===== src/pkg/ifrc_pkg.sv =====
// Constants shared by the interrupt, FIFO and transceiver option register bank
package ifrc_pkg;

  // Register indices as printed; byte address on APB is four times the index
  localparam int unsigned IDX_IRQ_SEL = 5;
  localparam int unsigned IDX_FILL_CTRL = 6;
  localparam int unsigned IDX_TX_OPT = 7;
  localparam int unsigned IDX_RX_FILT = 8;
  localparam logic [7:0] ADDR_IRQ_SEL = 8'(4 * IDX_IRQ_SEL);
  localparam logic [7:0] ADDR_FILL_CTRL = 8'(4 * IDX_FILL_CTRL);
  localparam logic [7:0] ADDR_TX_OPT = 8'(4 * IDX_TX_OPT);
  localparam logic [7:0] ADDR_RX_FILT = 8'(4 * IDX_RX_FILT);

  // Values after reset
  localparam logic [7:0] RST_IRQ_SEL = 8'h00;
  localparam logic [7:0] RST_FILL_CTRL = 8'h00;
  localparam logic [7:0] RST_TX_OPT = 8'h00;
  localparam logic [7:0] RST_RX_FILT = 8'h00;

  // Field positions, interrupt source select byte
  localparam int unsigned RX_IRQ0_LSB = 6;
  localparam int unsigned RX_IRQ1_LSB = 4;
  localparam int unsigned TX_IRQ1_BIT = 3;
  localparam int unsigned FIFO_FULL_BIT = 2;
  localparam int unsigned FIFO_NEMPTY_BIT = 1;
  localparam int unsigned OVERRUN_BIT = 0;

  // Field positions, fill and signal level control byte
  localparam int unsigned START_FILL_BIT = 7;
  localparam int unsigned START_DETECT_BIT = 6;
  localparam int unsigned TX_STOPPED_BIT = 5;
  localparam int unsigned START_FULL_BIT = 4;
  localparam int unsigned LEVEL_IRQ_EN_BIT = 3;
  localparam int unsigned LEVEL_HIT_BIT = 2;
  localparam int unsigned LEVEL_THR_LSB = 0;

  // Field positions, transmit options byte
  localparam int unsigned TX_POWER_LSB = 6;
  localparam int unsigned NO_MODUL_BIT = 5;
  localparam int unsigned SHAPING_BIT = 4;
  localparam int unsigned BSYNC_NOISY_BIT = 1;

  // Field positions, receive filter byte
  localparam int unsigned BSYNC_OFF_BIT = 7;
  localparam int unsigned BW_SEL_LSB = 5;
  localparam int unsigned WIDEST_BIT = 4;

  // Two-bit selector codes
  localparam logic [1:0] SEL_OFF = 2'h0;
  localparam logic [1:0] SEL_ONE = 2'h1;
  localparam logic [1:0] SEL_TWO = 2'h2;
  localparam logic [1:0] BW_WIDEST = 2'h3;

  // Transceiver modes
  typedef enum logic [1:0] {
    IFRC_SLEEP = 2'b00,
    IFRC_RECEIVE = 2'b01,
    IFRC_TRANSMIT = 2'b10,
    IFRC_STANDBY = 2'b11
  } ifrc_mode_e;

endpackage


===== src/ifrc_regs.sv =====
// Interrupt mapping, FIFO control and transceiver option registers behind APB
//
// Overview of operation
// - Rx continuous: pin0 level irq if sel 01
// - Rx buffered pin0: off, byte, nonempty, sync
// - Rx continuous: pin1 carries recovered bit clock
// - Rx buffered pin1: off, full, level irq
// - Tx buffered: pin1 full/stopped, pin0 nonempty
// - Read-only full and nonempty flags, irq sources
// - Sticky overrun; writing one clears, and flushes if it was set
// - Fill on sync, or while start bit high
// - Start bit set on sequence; one clears
// - Read-only transmission stopped flag, irq source
// - Tx starts on full, or on nonempty
// - Level interrupt only when enable bit set
// - Sticky level hit flag, one clears
// - Threshold codes 00/01 level one, 10, 11
// - Bit five set sends unmodulated carrier
// - Bit four enables data shaping filter
// - Bit sync normal or noisy select
// - Baseband width select, four codes
// - Force bit overrides width to widest
// - Sync compare: first bit against pattern MSB
//
// Added by the designer: register access over APB.
`timescale 1ns/1ns
`default_nettype none
module ifrc_regs
  import ifrc_pkg::*;
#(
  parameter int unsigned ADDR_W = 8
) (
  // Clock, reset, enable
  input wire logic ref_clk_i,
  input wire logic rstn_i,
  input wire logic ce_i,
  // APB slave
  input wire logic psel_i,
  input wire logic penable_i,
  input wire logic pwrite_i,
  input wire logic [ADDR_W-1:0] paddr_i,
  input wire logic [31:0] pwdata_i,
  input wire logic [3:0] pstrb_i,
  output logic [31:0] prdata_o,
  output logic pready_o,
  output logic pslverr_o,
  // Transceiver state
  input wire logic [1:0] chip_mode_i,
  input wire logic buffered_i,
  // FIFO status
  input wire logic fifo_full_i,
  input wire logic fifo_not_empty_i,
  input wire logic fifo_overrun_i,
  input wire logic byte_written_i,
  input wire logic tx_stopped_i,
  // Receive datapath
  input wire logic recovered_bit_clock_i,
  input wire logic demod_bit_i,
  input wire logic demod_bit_valid_i,
  input wire logic [31:0] pattern_i,
  input wire logic [1:0] pattern_size_i,
  input wire logic [1:0] power_level_i,
  // Interrupt pins
  output logic irq0_o,
  output logic irq1_o,
  // FIFO and transmit control
  output logic fifo_fill_en_o,
  output logic fifo_flush_o,
  output logic tx_start_o,
  output logic sync_match_o,
  // Radio options
  output logic [1:0] tx_power_sel_o,
  output logic carrier_only_o,
  output logic shaping_en_o,
  output logic bsync_noisy_o,
  output logic bitsync_off_o,
  output logic [1:0] baseband_width_sel_o,
  output logic widest_filter_force_o
);

  if (ADDR_W < 6) begin : g_chk
    $error("ADDR_W too narrow for the register map");
  end

  // Stored fields
  logic [1:0] rx_irq0_sel_q;
  logic [1:0] rx_irq1_sel_q;
  logic tx_irq1_sel_q;
  logic overrun_q;
  logic start_fill_q;
  logic start_detect_q;
  logic start_full_q;
  logic signal_level_irq_enable_q;
  logic signal_level_hit_flag_q;
  logic [1:0] signal_level_threshold_sel_q;
  logic [7:0] tx_opt_q;
  logic [7:0] rx_filt_q;
  logic [31:0] prdata_q;
  logic flush_q;
  logic irq0_q;
  logic irq1_q;

  // Bus decode
  logic access;
  logic setup;
  logic mapped;
  logic wr;
  logic [7:0] wbyte;
  logic [7:0] addr8;
  logic wr_irq_sel;
  logic wr_fill;
  logic wr_tx;
  logic wr_rx;

  // Derived state
  ifrc_mode_e mode;
  logic rx_mode;
  logic tx_mode;
  logic match;
  logic [1:0] thr_need;
  logic level_reached;
  logic signal_level_interrupt;
  logic irq0_d;
  logic irq1_d;

  // Upper address bits must be zero for a hit; only the low byte lane carries data
  assign addr8 = 8'(paddr_i);
  assign access = psel_i && penable_i;
  assign setup = psel_i && !penable_i;
  assign mapped = (paddr_i >> 8) == '0 &&
                  (addr8 == ADDR_IRQ_SEL || addr8 == ADDR_FILL_CTRL ||
                   addr8 == ADDR_TX_OPT || addr8 == ADDR_RX_FILT);
  assign wr = ce_i && access && pwrite_i && mapped && pstrb_i[0];
  assign wbyte = pwdata_i[7:0];
  assign wr_irq_sel = wr && addr8 == ADDR_IRQ_SEL;
  assign wr_fill = wr && addr8 == ADDR_FILL_CTRL;
  assign wr_tx = wr && addr8 == ADDR_TX_OPT;
  assign wr_rx = wr && addr8 == ADDR_RX_FILT;

  // Zero wait states: read data is captured in the setup cycle
  assign pready_o = 1'b1;
  assign pslverr_o = access && !mapped;
  assign prdata_o = prdata_q;

  assign mode = ifrc_mode_e'(chip_mode_i);
  assign rx_mode = mode == IFRC_RECEIVE;
  assign tx_mode = mode == IFRC_TRANSMIT;

  // Sync word comparator
  ifrc_sync_match #(
    .MAX_BYTES(4)
  ) u_sync (
    .ref_clk_i(ref_clk_i),
    .rstn_i(rstn_i),
    .ce_i(ce_i),
    .bit_i(demod_bit_i),
    .bit_valid_i(demod_bit_valid_i),
    .pattern_i(pattern_i),
    .size_sel_i(pattern_size_i),
    .match_o(match)
  );
  assign sync_match_o = match;

  // Selector fields and option bytes
  always_ff @(posedge ref_clk_i) begin
    if (!rstn_i) begin
      rx_irq0_sel_q <= RST_IRQ_SEL[RX_IRQ0_LSB +: 2];
      rx_irq1_sel_q <= RST_IRQ_SEL[RX_IRQ1_LSB +: 2];
      tx_irq1_sel_q <= RST_IRQ_SEL[TX_IRQ1_BIT];
      start_fill_q <= RST_FILL_CTRL[START_FILL_BIT];
      start_full_q <= RST_FILL_CTRL[START_FULL_BIT];
      signal_level_irq_enable_q <= RST_FILL_CTRL[LEVEL_IRQ_EN_BIT];
      signal_level_threshold_sel_q <= RST_FILL_CTRL[LEVEL_THR_LSB +: 2];
      tx_opt_q <= RST_TX_OPT;
      rx_filt_q <= RST_RX_FILT;
    end else begin
      if (wr_irq_sel) begin
        rx_irq0_sel_q <= wbyte[RX_IRQ0_LSB +: 2];
        rx_irq1_sel_q <= wbyte[RX_IRQ1_LSB +: 2];
        tx_irq1_sel_q <= wbyte[TX_IRQ1_BIT];
      end
      if (wr_fill) begin
        start_fill_q <= wbyte[START_FILL_BIT];
        start_full_q <= wbyte[START_FULL_BIT];
        signal_level_irq_enable_q <= wbyte[LEVEL_IRQ_EN_BIT];
        signal_level_threshold_sel_q <= wbyte[LEVEL_THR_LSB +: 2];
      end
      if (wr_tx) begin
        tx_opt_q <= wbyte;  // Reserved bits are kept and read back
      end
      if (wr_rx) begin
        rx_filt_q <= wbyte;
      end
    end
  end

  // Overrun is sticky; a new overrun in the clearing cycle wins
  always_ff @(posedge ref_clk_i) begin
    if (!rstn_i) begin
      overrun_q <= RST_IRQ_SEL[OVERRUN_BIT];
      flush_q <= 1'b0;
    end else if (ce_i) begin
      flush_q <= wr_irq_sel && wbyte[OVERRUN_BIT] && overrun_q;
      if (fifo_overrun_i) begin
        overrun_q <= 1'b1;
      end else if (wr_irq_sel && wbyte[OVERRUN_BIT]) begin
        overrun_q <= 1'b0;
      end
    end
  end
  assign fifo_flush_o = flush_q;

  // Start bit: pattern armed when fill mode is 0, host level when 1
  always_ff @(posedge ref_clk_i) begin
    if (!rstn_i) begin
      start_detect_q <= RST_FILL_CTRL[START_DETECT_BIT];
    end else if (ce_i) begin
      if (start_fill_q) begin
        if (wr_fill) begin
          start_detect_q <= wbyte[START_DETECT_BIT];
        end
      end else if (match && rx_mode) begin
        start_detect_q <= 1'b1;
      end else if (wr_fill && wbyte[START_DETECT_BIT]) begin
        start_detect_q <= 1'b0;
      end
    end
  end
  // Both fill modes reduce to the start bit being high
  assign fifo_fill_en_o = start_detect_q;

  // Threshold codes 00 and 01 both mean level one
  assign thr_need = (signal_level_threshold_sel_q == SEL_OFF) ? SEL_ONE : signal_level_threshold_sel_q;
  assign level_reached = power_level_i >= thr_need;

  // Level hit flag is sticky; detection beats a clear in the same cycle
  always_ff @(posedge ref_clk_i) begin
    if (!rstn_i) begin
      signal_level_hit_flag_q <= RST_FILL_CTRL[LEVEL_HIT_BIT];
    end else if (ce_i) begin
      if (level_reached) begin
        signal_level_hit_flag_q <= 1'b1;
      end else if (wr_fill && wbyte[LEVEL_HIT_BIT]) begin
        signal_level_hit_flag_q <= 1'b0;
      end
    end
  end
  assign signal_level_interrupt = signal_level_hit_flag_q && signal_level_irq_enable_q;

  // Pin mapping by mode; sleep and standby hold both pins low
  always_comb begin
    irq0_d = 1'b0;
    irq1_d = 1'b0;
    if (rx_mode && !buffered_i) begin
      irq0_d = (rx_irq0_sel_q == SEL_ONE) ? signal_level_interrupt : match;
      irq1_d = recovered_bit_clock_i;
    end else if (rx_mode) begin
      case (rx_irq0_sel_q)
        SEL_OFF: irq0_d = 1'b0;
        SEL_ONE: irq0_d = byte_written_i;
        SEL_TWO: irq0_d = fifo_not_empty_i;
        default: irq0_d = match;
      endcase
      case (rx_irq1_sel_q)
        SEL_OFF: irq1_d = 1'b0;
        SEL_ONE: irq1_d = fifo_full_i;
        default: irq1_d = signal_level_interrupt;
      endcase
    end else if (tx_mode && !buffered_i) begin
      irq0_d = 1'b0;
      irq1_d = recovered_bit_clock_i;
    end else if (tx_mode) begin
      irq0_d = fifo_not_empty_i;
      irq1_d = tx_irq1_sel_q ? tx_stopped_i : fifo_full_i;
    end
  end

  // Pins come from flops, one cycle behind their sources
  always_ff @(posedge ref_clk_i) begin
    if (!rstn_i) begin
      irq0_q <= 1'b0;
      irq1_q <= 1'b0;
    end else if (ce_i) begin
      irq0_q <= irq0_d;
      irq1_q <= irq1_d;
    end
  end
  assign irq0_o = irq0_q;
  assign irq1_o = irq1_q;

  // Buffered transmit start policy
  assign tx_start_o = tx_mode && buffered_i && (start_full_q ? fifo_not_empty_i : fifo_full_i);

  // Option outputs
  assign tx_power_sel_o = tx_opt_q[TX_POWER_LSB +: 2];
  assign carrier_only_o = tx_opt_q[NO_MODUL_BIT];
  assign shaping_en_o = tx_opt_q[SHAPING_BIT];
  assign bsync_noisy_o = tx_opt_q[BSYNC_NOISY_BIT];
  assign bitsync_off_o = rx_filt_q[BSYNC_OFF_BIT];
  assign widest_filter_force_o = rx_filt_q[WIDEST_BIT];
  // Force bit overrides the stored width code without altering it
  assign baseband_width_sel_o = rx_filt_q[WIDEST_BIT] ? BW_WIDEST : rx_filt_q[BW_SEL_LSB +: 2];

  // Read data captured at setup; status bits reflect live state
  always_ff @(posedge ref_clk_i) begin
    if (!rstn_i) begin
      prdata_q <= 32'h0000_0000;
    end else if (ce_i && setup) begin
      case (addr8)
        ADDR_IRQ_SEL: prdata_q <= {24'h00_0000, rx_irq0_sel_q, rx_irq1_sel_q, tx_irq1_sel_q,
                                   fifo_full_i, fifo_not_empty_i, overrun_q};
        ADDR_FILL_CTRL: prdata_q <= {24'h00_0000, start_fill_q, start_detect_q, tx_stopped_i,
                                     start_full_q, signal_level_irq_enable_q, signal_level_hit_flag_q,
                                     signal_level_threshold_sel_q};
        ADDR_TX_OPT: prdata_q <= {24'h00_0000, tx_opt_q};
        ADDR_RX_FILT: prdata_q <= {24'h00_0000, rx_filt_q};
        default: prdata_q <= 32'h0000_0000;
      endcase
    end
  end
endmodule
`default_nettype wire


===== src/ifrc_sync_match.sv =====
// Sync word comparator over the last demodulated bits
`timescale 1ns/1ns
`default_nettype none
module ifrc_sync_match
  import ifrc_pkg::*;
#(
  parameter int unsigned MAX_BYTES = 4
) (
  // Clock and reset
  input wire logic ref_clk_i,
  input wire logic rstn_i,
  input wire logic ce_i,
  // Demodulated stream
  input wire logic bit_i,
  input wire logic bit_valid_i,
  // Reference pattern, first byte in the top bits
  input wire logic [8*MAX_BYTES-1:0] pattern_i,
  input wire logic [1:0] size_sel_i,
  // Match pulse
  output logic match_o
);

  localparam int unsigned W = 8 * MAX_BYTES;

  if (MAX_BYTES != 4) begin : g_chk
    $error("ifrc_sync_match serves a four byte pattern only");
  end

  logic [W-1:0] hist_q;
  logic [W-1:0] hist_d;
  logic [5:0] seen_q;
  logic [MAX_BYTES-1:0] hit;

  // Newest bit enters at the bottom, so the oldest compared bit meets the pattern MSB
  assign hist_d = {hist_q[W-2:0], bit_i};
  always_ff @(posedge ref_clk_i) begin
    if (!rstn_i) begin
      hist_q <= '0;
      seen_q <= 6'h00;
    end else if (ce_i && bit_valid_i) begin
      hist_q <= hist_d;
      if (seen_q != 6'(W)) begin
        seen_q <= seen_q + 6'h01;
      end
    end
  end

  // Compare with the history including the incoming bit, so the bit that completes a match fires it
  for (genvar n = 0; n < MAX_BYTES; n++) begin : g_len
    assign hit[n] = (hist_d[8*(n+1)-1:0] == pattern_i[W-1 -: 8*(n+1)]) && (seen_q >= 6'(8*(n+1)-1));
  end

  // Registered pulse, one cycle per bit that completes a match
  always_ff @(posedge ref_clk_i) begin
    if (!rstn_i) begin
      match_o <= 1'b0;
    end else if (ce_i) begin
      match_o <= bit_valid_i && hit[size_sel_i];
    end
  end

endmodule
`default_nettype wire


===== config.mk =====
export PLATFORM = sky130hd
export DESIGN_NAME = ifrc_regs
export DESIGN_NICKNAME = d
export VERILOG_FILES = /design/src/pkg/ifrc_pkg.sv /design/src/ifrc_regs.sv /design/src/ifrc_sync_match.sv
export SDC_FILE = /design/constraint.sdc
export NUM_CORES = 1
export LEC_CHECK = 0
export BUFFER_PORTS_ARGS = -buffer_cell sky130_fd_sc_hd__buf_2
export CAP_MARGIN = 20
export CORE_MARGIN = 5
export CORE_UTILIZATION = 50
export CTS_CLUSTER_SIZE = 28
export DETAILED_ROUTE_END_ITERATION = 10
export GPL_ROUTABILITY_DRIVEN = 0
export PLACE_DENSITY = 0.79
export SYNTH_ARGS = -nofsm -noshare
export SYNTH_HDL_FRONTEND = slang
export SYNTH_SLANG_ARGS = --single-unit

===== constraint.sdc =====
create_clock -name ref_clk_i -period 2.25 [get_ports ref_clk_i]
set_input_delay 0.225 -clock ref_clk_i [delete_from_list [all_inputs] [get_ports ref_clk_i]]
set_output_delay 0.225 -clock ref_clk_i [all_outputs]
set_load 0.005 [all_outputs]

==> impl_metrics.xml, run 1 <==
<?xml version="1.0" encoding="UTF-8"?>
<metrics>
  <group name="status">
    <metric name="status" unit="">completed</metric>
  </group>
  <group name="clock_tree">
    <metric name="cts-resized-gates" unit="">0</metric>
    <metric name="clock_tree.htree_level_count" unit="">3</metric>
    <metric name="clock_tree.buffer_depth" unit="">2</metric>
    <metric name="clock_latency" unit="ps">350</metric>
    <metric name="post_cts_buffers" unit="">0</metric>
    <metric name="cts_tree" unit="">built</metric>
    <metric name="clock_tree.root_cell" unit="">sky130_fd_sc_hd__clkbuf_8</metric>
    <metric name="ctsHoldBuffers" unit="">0</metric>
    <metric name="cts_made_buffers" unit="">9</metric>
    <metric name="clk_transition_reported_paths" unit="ps">90</metric>
    <metric name="cts.sink_count" unit="">78</metric>
  </group>
  <group name="route">
    <metric name="antenna_violation_net_count_after_detailed_routing" unit="">0</metric>
    <metric name="route.detailed.wl_per_inst" unit="um">16.0</metric>
    <metric name="drt_drc_violations_left" unit="">0</metric>
    <metric name="routed-via-count" unit="">4198</metric>
    <metric name="drt-vias-per-instance" unit="">5.55</metric>
    <metric name="dr.pass1.iters" unit="">5</metric>
    <metric name="routed_wirelength" unit="mm">12.1</metric>
    <metric name="initial_drc_count" unit="">366</metric>
  </group>
  <group name="logic_synthesis">
    <metric name="synth_top_area_share" unit="%">34.3</metric>
    <metric name="synth-seq-area-share" unit="%">34.3</metric>
    <metric name="async_reset_ff_share" unit="%">0</metric>
    <metric name="synthTopCellsByArea" unit="">sky130_fd_sc_hd__dfxtp_1, sky130_fd_sc_hd__xor2_1, sky130_fd_sc_hd__nand2_1</metric>
    <metric name="synth.cell_area" unit="um^2">4550</metric>
    <metric name="avgSynthCellArea" unit="um^2">7.97</metric>
    <metric name="postSynth.topFlopCell" unit="">sky130_fd_sc_hd__dfxtp_1</metric>
    <metric name="synth_top_cell_by_area" unit="">sky130_fd_sc_hd__dfxtp_1</metric>
    <metric name="ys_ff_latch" unit="">78</metric>
    <metric name="count_of_flip_flops_with_a_built_in_enable_after_synthesis" unit="">0</metric>
    <metric name="post_synth_num_cell_types" unit="">53</metric>
    <metric name="post_syn_instances" unit="">571</metric>
    <metric name="yosys_warnings" unit="">0</metric>
  </group>
  <group name="min_path">
    <metric name="min_path_type" unit="">primary input to flip-flop</metric>
    <metric name="whs_path_depth" unit="">3</metric>
    <metric name="whs_endpoint" unit="">rx_filt_q[5]$_SDFFE_PN0P_</metric>
    <metric name="min-delay-start" unit="">pwdata_i[5]</metric>
  </group>
  <group name="power_and_ir_drop">
    <metric name="design_power_total" unit="uW">2830</metric>
    <metric name="total_switching_power" unit="uW">767</metric>
    <metric name="static-leakage-power" unit="uW">0.00216</metric>
    <metric name="p_comb_share" unit="%">11.8</metric>
    <metric name="p_clk_share" unit="%">38.4</metric>
    <metric name="share_seq_of_total_power" unit="%">49.8</metric>
    <metric name="vdd_ir_drop_max" unit="V">0.000292</metric>
    <metric name="switching_share" unit="%">27.1</metric>
    <metric name="internal-power" unit="uW">2060</metric>
    <metric name="p_per_area" unit="nW/um^2">545</metric>
  </group>
  <group name="timing">
    <metric name="clock_skew" unit="ps">13.2</metric>
    <metric name="timing.hold.ws" unit="ps">159</metric>
    <metric name="worst-slew-pin-transition" unit="ps">548</metric>
    <metric name="worst_slew_margin_rel" unit="%">63.4</metric>
    <metric name="timing_hold_violations_final" unit="">0</metric>
    <metric name="report.final.slew_viol_count" unit="">0</metric>
    <metric name="fmaxAchievable" unit="MHz">538</metric>
    <metric name="report.final.setup_viol" unit="">0</metric>
    <metric name="fin_crit_sh" unit="%">82.7</metric>
    <metric name="timing.setup.tns" unit="ps">0</metric>
    <metric name="shortest_period_the_worst_path_allows" unit="ps">1860</metric>
    <metric name="grt_setup_unrepaired" unit="">false</metric>
  </group>
  <group name="critical_path">
    <metric name="critical_path.max_fanout" unit="">5</metric>
    <metric name="rr_startpoint" unit="">u_sync.seen_q[0]$_SDFFE_PN0P_</metric>
    <metric name="timing.critical_path.cells" unit="">ha_1 -&gt; a21o_1 -&gt; a21oi_1 -&gt; or4_1 -&gt; o211ai_1 -&gt; o22a_1</metric>
    <metric name="crit_buf_inv" unit="">0</metric>
    <metric name="reg2reg_slack" unit="ps">390</metric>
    <metric name="critical_path.top_delay_family" unit="">compound AO/OA/AOI/OAI gates</metric>
    <metric name="launching_element_type_of_the_critical_path" unit="">flip-flop</metric>
    <metric name="cp.arrival" unit="ps">2150</metric>
    <metric name="worstSetupEndpointType" unit="">flip-flop</metric>
    <metric name="rr_endpoint" unit="">u_sync.match_o$_SDFFE_PN0P_</metric>
    <metric name="critical_path.max_stage_delay" unit="ps">520</metric>
    <metric name="timing.critical_path.slowest_stage_cell" unit="">sky130_fd_sc_hd__or4_1</metric>
    <metric name="worstPathRequired" unit="ps">2540</metric>
    <metric name="timing.reg2reg.worst_path_depth" unit="">6</metric>
    <metric name="worst-setup-path-type" unit="">flip-flop to flip-flop</metric>
  </group>
  <group name="global_routing">
    <metric name="global_route.usage.met2" unit="%">33.4</metric>
    <metric name="antenna_found_initial" unit="">0</metric>
    <metric name="grt_most_used_layer" unit="">met2</metric>
    <metric name="use_met3" unit="%">2.87</metric>
    <metric name="grt_first_pass_wirelength" unit="mm">19.5</metric>
    <metric name="grt.overflow.total" unit="">0</metric>
    <metric name="via_count_of_the_first_global_routing_pass" unit="">3990</metric>
    <metric name="track_usage" unit="%">21.2</metric>
    <metric name="grt_start_max_net_pins" unit="">61</metric>
    <metric name="grt_use_met1" unit="%">29.1</metric>
  </group>
  <group name="finish">
    <metric name="end_of_flow_core_utilization" unit="%">58.9</metric>
    <metric name="seq_area" unit="um^2">1560</metric>
    <metric name="multi_input_area" unit="um^2">2680</metric>
    <metric name="final_cell_mix" unit="">sky130_fd_sc_hd__buf_2, sky130_fd_sc_hd__nand2_1, sky130_fd_sc_hd__dfxtp_1, sky130_fd_sc_hd__xor2_1, sky130_fd_sc_hd__a21oi_1</metric>
    <metric name="diodes" unit="">0</metric>
    <metric name="final_layout_size_suffix_gt1_share" unit="%">20.1</metric>
    <metric name="num-fill-cells" unit="">755</metric>
    <metric name="final_net_count" unit="">744</metric>
    <metric name="layout-area-overhead-vs-synth" unit="%">13.9</metric>
    <metric name="mostFrequentLayoutCell" unit="">sky130_fd_sc_hd__buf_2</metric>
  </group>
  <group name="floorplan">
    <metric name="design.core.area" unit="um^2">8810</metric>
    <metric name="starting_utilization_of_the_core_area" unit="%">51.7</metric>
    <metric name="floorplan.die.width" unit="um">105</metric>
    <metric name="placement_rows" unit="">34</metric>
    <metric name="fp.dieArea" unit="um^2">11100</metric>
    <metric name="die_height" unit="um">105</metric>
    <metric name="num_io_pins" unit="">146</metric>
  </group>
  <group name="placed_design">
    <metric name="placement.io_buffers" unit="">93</metric>
    <metric name="dp_hpwl" unit="mm">9.26</metric>
  </group>
  <group name="job">
    <metric name="drv_cap" unit="">0</metric>
  </group>
</metrics>
cell families (layout without fill, tap and decap cells):
kind of cell    count (synthesis)  in the layout  synth area share [%]
other cells                     2             25                 0.165
compound gates                 95             95                  12.6
mux                            23             23                  5.08
xor+xnor                       83             83                  16.0
simple gates                  210            210                  22.1
flops                          78             78                  34.3
buf+inv                        76            130                  8.71
fa+ha+maj                       4              4                  1.10
cell usage after synthesis (9+ instances only):
cell type,count
sky130_fd_sc_hd__nand2_1,92
sky130_fd_sc_hd__nor2_1,43
sky130_fd_sc_hd__nand4_1,11
sky130_fd_sc_hd__xor2_1,57
sky130_fd_sc_hd__a211oi_1,9
sky130_fd_sc_hd__buf_4,29
sky130_fd_sc_hd__mux2i_1,22
sky130_fd_sc_hd__dfxtp_1,78
sky130_fd_sc_hd__clkbuf_1,32
sky130_fd_sc_hd__xnor2_1,26
sky130_fd_sc_hd__nor4_1,16
sky130_fd_sc_hd__inv_1,9
sky130_fd_sc_hd__a21oi_1,56
sky130_fd_sc_hd__nand3_1,16
stage by stage:
stage / instances / cell area, um^2 / worst slack (ps)
after floorplan: 594 / 4640 / 611
after global placement: 740 / 4980 / 326
after detailed placement: 740 / 4980 / 257
after CTS: 756 / 5180 / 394
after global routing: 756 / 5180 / 285
final: 756 / 5180 / 390
layer usage:
metal  vias up  routed length [um]
met5         -                   0
met4         0                 299
met3        28                 825
met2       168                5650
met1      1968                5290
li1       2034                   -
power by group through the flow:
stage | registers [uW] | logic [uW] | clock network (uW)
global route | 1410 | 366 | 1150
CTS | 1410 | 330 | 1100
finish | 1410 | 334 | 1080
global placement | 1440 | 320 | 0
detailed placement | 1440 | 328 | 0
floorplan | 1440 | 205 | 0
worst max path at each step:
stage                                  startpoint  slack, ps  depth (start not counted)                           to
detailed placement                     paddr_i[1]        260                          6     tx_opt_q[2]$_SDFFE_PN0P_
CTS                 u_sync.seen_q[0]$_SDFFE_PN0P_        390                          6  u_sync.match_o$_SDFFE_PN0P_
floorplan           u_sync.seen_q[0]$_SDFFE_PN0P_        610                          6  u_sync.match_o$_SDFFE_PN0P_
global placement                       paddr_i[1]        330                          6     tx_opt_q[5]$_SDFFE_PN0P_
global route        u_sync.seen_q[0]$_SDFFE_PN0P_        280                          6  u_sync.match_o$_SDFFE_PN0P_
finish              u_sync.seen_q[0]$_SDFFE_PN0P_        390                          6  u_sync.match_o$_SDFFE_PN0P_
worst min-delay path, delay by kind of cell:
kind | cells | cell delay, ps
AOI/OAI and AO/OA | 1 | 50
buffers and inverters | 1 | 130
and+or+nand+nor | 1 | 60
flip-flops by register name (all words and copies together) (netlist names), 2 cells and up:
signal and flops:
rx_irq1_sel_q 2, u_sync.seen_q 6, prdata_o 8, rx_irq0_sel_q 2, tx_opt_q 8, u_sync.hist_q 31
signal_level_threshold_sel_q 2, rx_filt_q 8
area by class of cell:
type	count	share of cell area, %
Inverter	9	0.652
Timing Repair Buffer	105	11.0
Tap cell	108	2.61
Clock inverter	7	1.57
Clock buffer	9	2.39
Multi-Input combinational cell	440	51.7
Sequential cell	78	30.1
(Power assumes the default switching activity.)
==> run 2, diff against run 1 <==
ABC_AREA = 1   (was not set)
PLACE_DENSITY = 0.78   (was 0.79)
clock period = 1.8 ns   (was 2.25 ns; I/O delays follow)
==> impl_metrics.xml, run 2 <==
<?xml version="1.0" encoding="UTF-8"?>
<metrics>
  <group name="status">
    <metric name="status" unit="">completed</metric>
  </group>
  <group name="route">
    <metric name="drt_drc_violations_left" unit="">0</metric>
    <metric name="dr.pass1.iters" unit="">5</metric>
    <metric name="route.detailed.wl_per_inst" unit="um">13.7</metric>
    <metric name="routed_wirelength" unit="mm">14.0</metric>
    <metric name="drt-vias-per-instance" unit="">5.12</metric>
    <metric name="antenna_violation_net_count_after_detailed_routing" unit="">0</metric>
    <metric name="routed-via-count" unit="">5232</metric>
    <metric name="initial_drc_count" unit="">410</metric>
  </group>
  <group name="critical_path">
    <metric name="worst-setup-path-type" unit="">flip-flop to flip-flop</metric>
    <metric name="worstPathRequired" unit="ps">2100</metric>
    <metric name="rr_startpoint" unit="">u_sync.hist_q[5]$_SDFFE_PN0P_</metric>
    <metric name="critical_path.max_fanout" unit="">6</metric>
    <metric name="worstSetupStartpoint" unit="">u_sync.hist_q[5]$_SDFFE_PN0P_</metric>
    <metric name="timing.reg2reg.worst_path_depth" unit="">12</metric>
    <metric name="reg2reg_slack" unit="ps">220</metric>
    <metric name="worstSetupEndpointType" unit="">flip-flop</metric>
    <metric name="cp.arrival" unit="ps">1880</metric>
    <metric name="launching_element_type_of_the_critical_path" unit="">flip-flop</metric>
    <metric name="rr_endpoint" unit="">u_sync.match_o$_SDFFE_PN0P_</metric>
    <metric name="crit_end" unit="">u_sync.match_o$_SDFFE_PN0P_</metric>
  </group>
  <group name="timing">
    <metric name="postLayoutSetupSlackWorst" unit="ps">219</metric>
    <metric name="timing.setup.tns" unit="ps">0</metric>
    <metric name="fmaxAchievable" unit="MHz">633</metric>
    <metric name="timing_hold_violations_final" unit="">0</metric>
    <metric name="grt_setup_unrepaired" unit="">false</metric>
    <metric name="shortest_period_the_worst_path_allows" unit="ps">1580</metric>
    <metric name="report.final.slew_viol_count" unit="">0</metric>
    <metric name="report.final.setup_viol" unit="">0</metric>
    <metric name="fin_crit_sh" unit="%">87.8</metric>
    <metric name="clock_skew" unit="ps">20.2</metric>
  </group>
  <group name="floorplan">
    <metric name="num_io_pins" unit="">146</metric>
    <metric name="placement_rows" unit="">36</metric>
    <metric name="floorplan.die.width" unit="um">109</metric>
    <metric name="design.core.area" unit="um^2">9680</metric>
    <metric name="starting_utilization_of_the_core_area" unit="%">51.0</metric>
    <metric name="die_height" unit="um">109</metric>
    <metric name="fp.dieArea" unit="um^2">12000</metric>
  </group>
  <group name="finish">
    <metric name="layout-area-overhead-vs-synth" unit="%">14.9</metric>
    <metric name="final_cell_mix" unit="">sky130_fd_sc_hd__nand2_1, sky130_fd_sc_hd__inv_1, sky130_fd_sc_hd__nor2_1, sky130_fd_sc_hd__buf_2, sky130_fd_sc_hd__dfxtp_1</metric>
    <metric name="flip_flop_count_of_the_largest_register_after_layout" unit="">31</metric>
    <metric name="seq_area" unit="um^2">1560</metric>
    <metric name="multi_input_area" unit="um^2">2760</metric>
    <metric name="num-fill-cells" unit="">970</metric>
    <metric name="final_net_count" unit="">985</metric>
    <metric name="final_cell_count_no_fill" unit="">1022</metric>
    <metric name="diodes" unit="">0</metric>
    <metric name="mostFrequentLayoutCell" unit="">sky130_fd_sc_hd__nand2_1</metric>
    <metric name="final_layout_size_suffix_gt1_share" unit="%">16.8</metric>
    <metric name="max_flop_register" unit="">u_sync.hist_q</metric>
  </group>
  <group name="power_and_ir_drop">
    <metric name="vdd_ir_drop_max" unit="V">0.000463</metric>
    <metric name="static-leakage-power" unit="uW">0.00272</metric>
    <metric name="p_per_area" unit="nW/um^2">680</metric>
  </group>
  <group name="placed_design">
    <metric name="dp_hpwl" unit="mm">10.9</metric>
    <metric name="pre_cts_ws" unit="ps">189</metric>
    <metric name="placed_cells" unit="">1006</metric>
    <metric name="placement.io_buffers" unit="">93</metric>
  </group>
  <group name="global_routing">
    <metric name="grt_start_max_net_pins" unit="">31</metric>
    <metric name="via_count_of_the_first_global_routing_pass" unit="">4582</metric>
    <metric name="grt_first_pass_wirelength" unit="mm">22.1</metric>
    <metric name="antenna_found_initial" unit="">0</metric>
    <metric name="grt.overflow.total" unit="">0</metric>
    <metric name="track_usage" unit="%">23.6</metric>
  </group>
  <group name="clock_tree">
    <metric name="clk_transition_reported_paths" unit="ps">90</metric>
    <metric name="cts_tree" unit="">built</metric>
    <metric name="cts.sink_count" unit="">78</metric>
    <metric name="clock_tree.htree_level_count" unit="">3</metric>
    <metric name="clock_latency" unit="ps">370</metric>
    <metric name="cts_made_buffers" unit="">9</metric>
    <metric name="ctsHoldBuffers" unit="">0</metric>
    <metric name="clock_tree.buffer_depth" unit="">2</metric>
    <metric name="clock_tree.root_cell" unit="">sky130_fd_sc_hd__clkbuf_8</metric>
  </group>
  <group name="logic_synthesis">
    <metric name="fraction_of_the_mapped_netlist_area_in_compound_gates" unit="%">18.6</metric>
    <metric name="post_syn_instances" unit="">789</metric>
    <metric name="synth_xor_xnor_area_share" unit="%">3.72</metric>
    <metric name="synth.cell_area" unit="um^2">4940</metric>
    <metric name="synth_top_area_share" unit="%">31.6</metric>
    <metric name="async_reset_ff_share" unit="%">0</metric>
    <metric name="yosys.cell_count.top_type" unit="">sky130_fd_sc_hd__nand2_1</metric>
    <metric name="post_synth_num_cell_types" unit="">37</metric>
    <metric name="count_of_flip_flops_with_a_built_in_enable_after_synthesis" unit="">0</metric>
    <metric name="synthTopCellsByArea" unit="">sky130_fd_sc_hd__dfxtp_1, sky130_fd_sc_hd__nand2_1, sky130_fd_sc_hd__inv_1</metric>
    <metric name="postSynth.topFlopCell" unit="">sky130_fd_sc_hd__dfxtp_1</metric>
    <metric name="synthSimpleGateAreaFrac" unit="%">30.6</metric>
    <metric name="muxShareOfSynthArea" unit="%">0</metric>
    <metric name="ys_ff_latch" unit="">78</metric>
    <metric name="synthTopCellsByCount" unit="">sky130_fd_sc_hd__nand2_1, sky130_fd_sc_hd__inv_1, sky130_fd_sc_hd__nor2_1</metric>
    <metric name="yosys_warnings" unit="">0</metric>
    <metric name="synth-seq-area-share" unit="%">31.6</metric>
    <metric name="dominant_combinational_cell_family_by_area_after_synthesis" unit="">simple AND/OR/NAND/NOR gates</metric>
    <metric name="synth_top_cell_by_area" unit="">sky130_fd_sc_hd__dfxtp_1</metric>
    <metric name="synth-adder-area-share" unit="%">1.01</metric>
    <metric name="avgSynthCellArea" unit="um^2">6.26</metric>
  </group>
  <group name="min_path">
    <metric name="min_path_type" unit="">primary input to flip-flop</metric>
  </group>
  <group name="job">
    <metric name="drv_cap" unit="">0</metric>
  </group>
</metrics>
-- run 2: cell types whose count changed after synthesis, moves of 22 or more --
| cell | delta |
|---|---|
| sky130_fd_sc_hd__xor2_1 | -54 |
| sky130_fd_sc_hd__inv_1 | +101 |
| sky130_fd_sc_hd__mux2i_1 | -22 |
| sky130_fd_sc_hd__nand2_1 | +142 |
| sky130_fd_sc_hd__o21ai_0 | +56 |
| sky130_fd_sc_hd__nor2_1 | +51 |
-- run 2: what timing repair did --
| action | in CTS | in global routing |
|---|---|---|
| setup buffers | 0 | 0 |
| resized for setup | 0 | 1 |
| setup endpoints to repair | 0 | 1 |
-- run 2: final cells by class --
class                           instances  share of cell area [%]
Clock buffer                            9                    2.18
Clock inverter                          7                    1.41
Inverter                              115                    7.60
Multi-Input combinational cell        575                    48.6
Sequential cell                        78                    27.5
Tap cell                              133                    2.93
Timing Repair Buffer                  105                    9.79
-- run 2: per-stage QoR --
stage	power (uW)	util [%]	hold WS [ps]	cell area [um^2]
2_1_floorplan	2280	-	315	5030
3_3_place_gp	2490	56.5	453	5470
3_5_place_dp	2500	56.5	453	5470
4_1_cts	3850	58.6	77.3	5680
5_1_grt	4030	58.6	87.2	5680
6_report	3860	58.6	80.4	5680
-- run 2: logic make-up after synthesis --
| group | count (synthesis) |
|---|---|
| xor gates and xnor gates | 21 |
| other | 2 |
| DFF | 78 |
| AOI/OAI and AO/OA | 153 |
| and+or+nand+nor | 372 |
| adders and majority gates | 4 |
| buffers and inverters | 159 |
-- run 2: worst max-delay path, cell delays in order, from the launching register on --
cell,delay (ps)
sky130_fd_sc_hd__dfxtp_1,520
sky130_fd_sc_hd__inv_1,170
sky130_fd_sc_hd__nand2_1,90
sky130_fd_sc_hd__nand2_1,60
sky130_fd_sc_hd__nor2_1,80
sky130_fd_sc_hd__nand2_1,60
sky130_fd_sc_hd__nor2_1,120
sky130_fd_sc_hd__nand2_1,60
sky130_fd_sc_hd__nor2_1,80
sky130_fd_sc_hd__nor2_1,40
sky130_fd_sc_hd__nand2_1,50
sky130_fd_sc_hd__nand2_1,70
sky130_fd_sc_hd__a21oi_1,110
-- run 2: where the power goes --
group / internal, uW / switching, uW
clock network: 658 / 730
registers: 1780 / 64.3
logic: 234 / 394
total: 2670 / 1190
-- run 2: how the worst min path moves through the flow --
| stage | startpoint | slack, ps | end | depth (start not counted) |
|---|---|---|---|---|
| 5_1_grt | fifo_overrun_i | 90 | overrun_q$_SDFFE_PN0P_ | 3 |
| 3_5_place_dp | prdata_o[3]$_SDFFE_PN0P_ | 450 | prdata_o[3]$_SDFFE_PN0P_ | 2 |
| 2_1_floorplan | pwdata_i[0] | 310 | rx_filt_q[0]$_SDFFE_PN0P_ | 2 |
| 3_3_place_gp | prdata_o[1]$_SDFFE_PN0P_ | 450 | prdata_o[1]$_SDFFE_PN0P_ | 2 |
| 6_report | fifo_overrun_i | 80 | overrun_q$_SDFFE_PN0P_ | 3 |
| 4_1_cts | fifo_overrun_i | 80 | overrun_q$_SDFFE_PN0P_ | 3 |
-- run 2: metal layers --
layer,vias to the layer above,GRT usage [%],part of all wire [%]
li1,2631,-,-
met1,2350,32.3,43
met2,228,37.7,46
met3,23,4.64,9.1
met4,0,7.03,1.9
met5,-,0,0
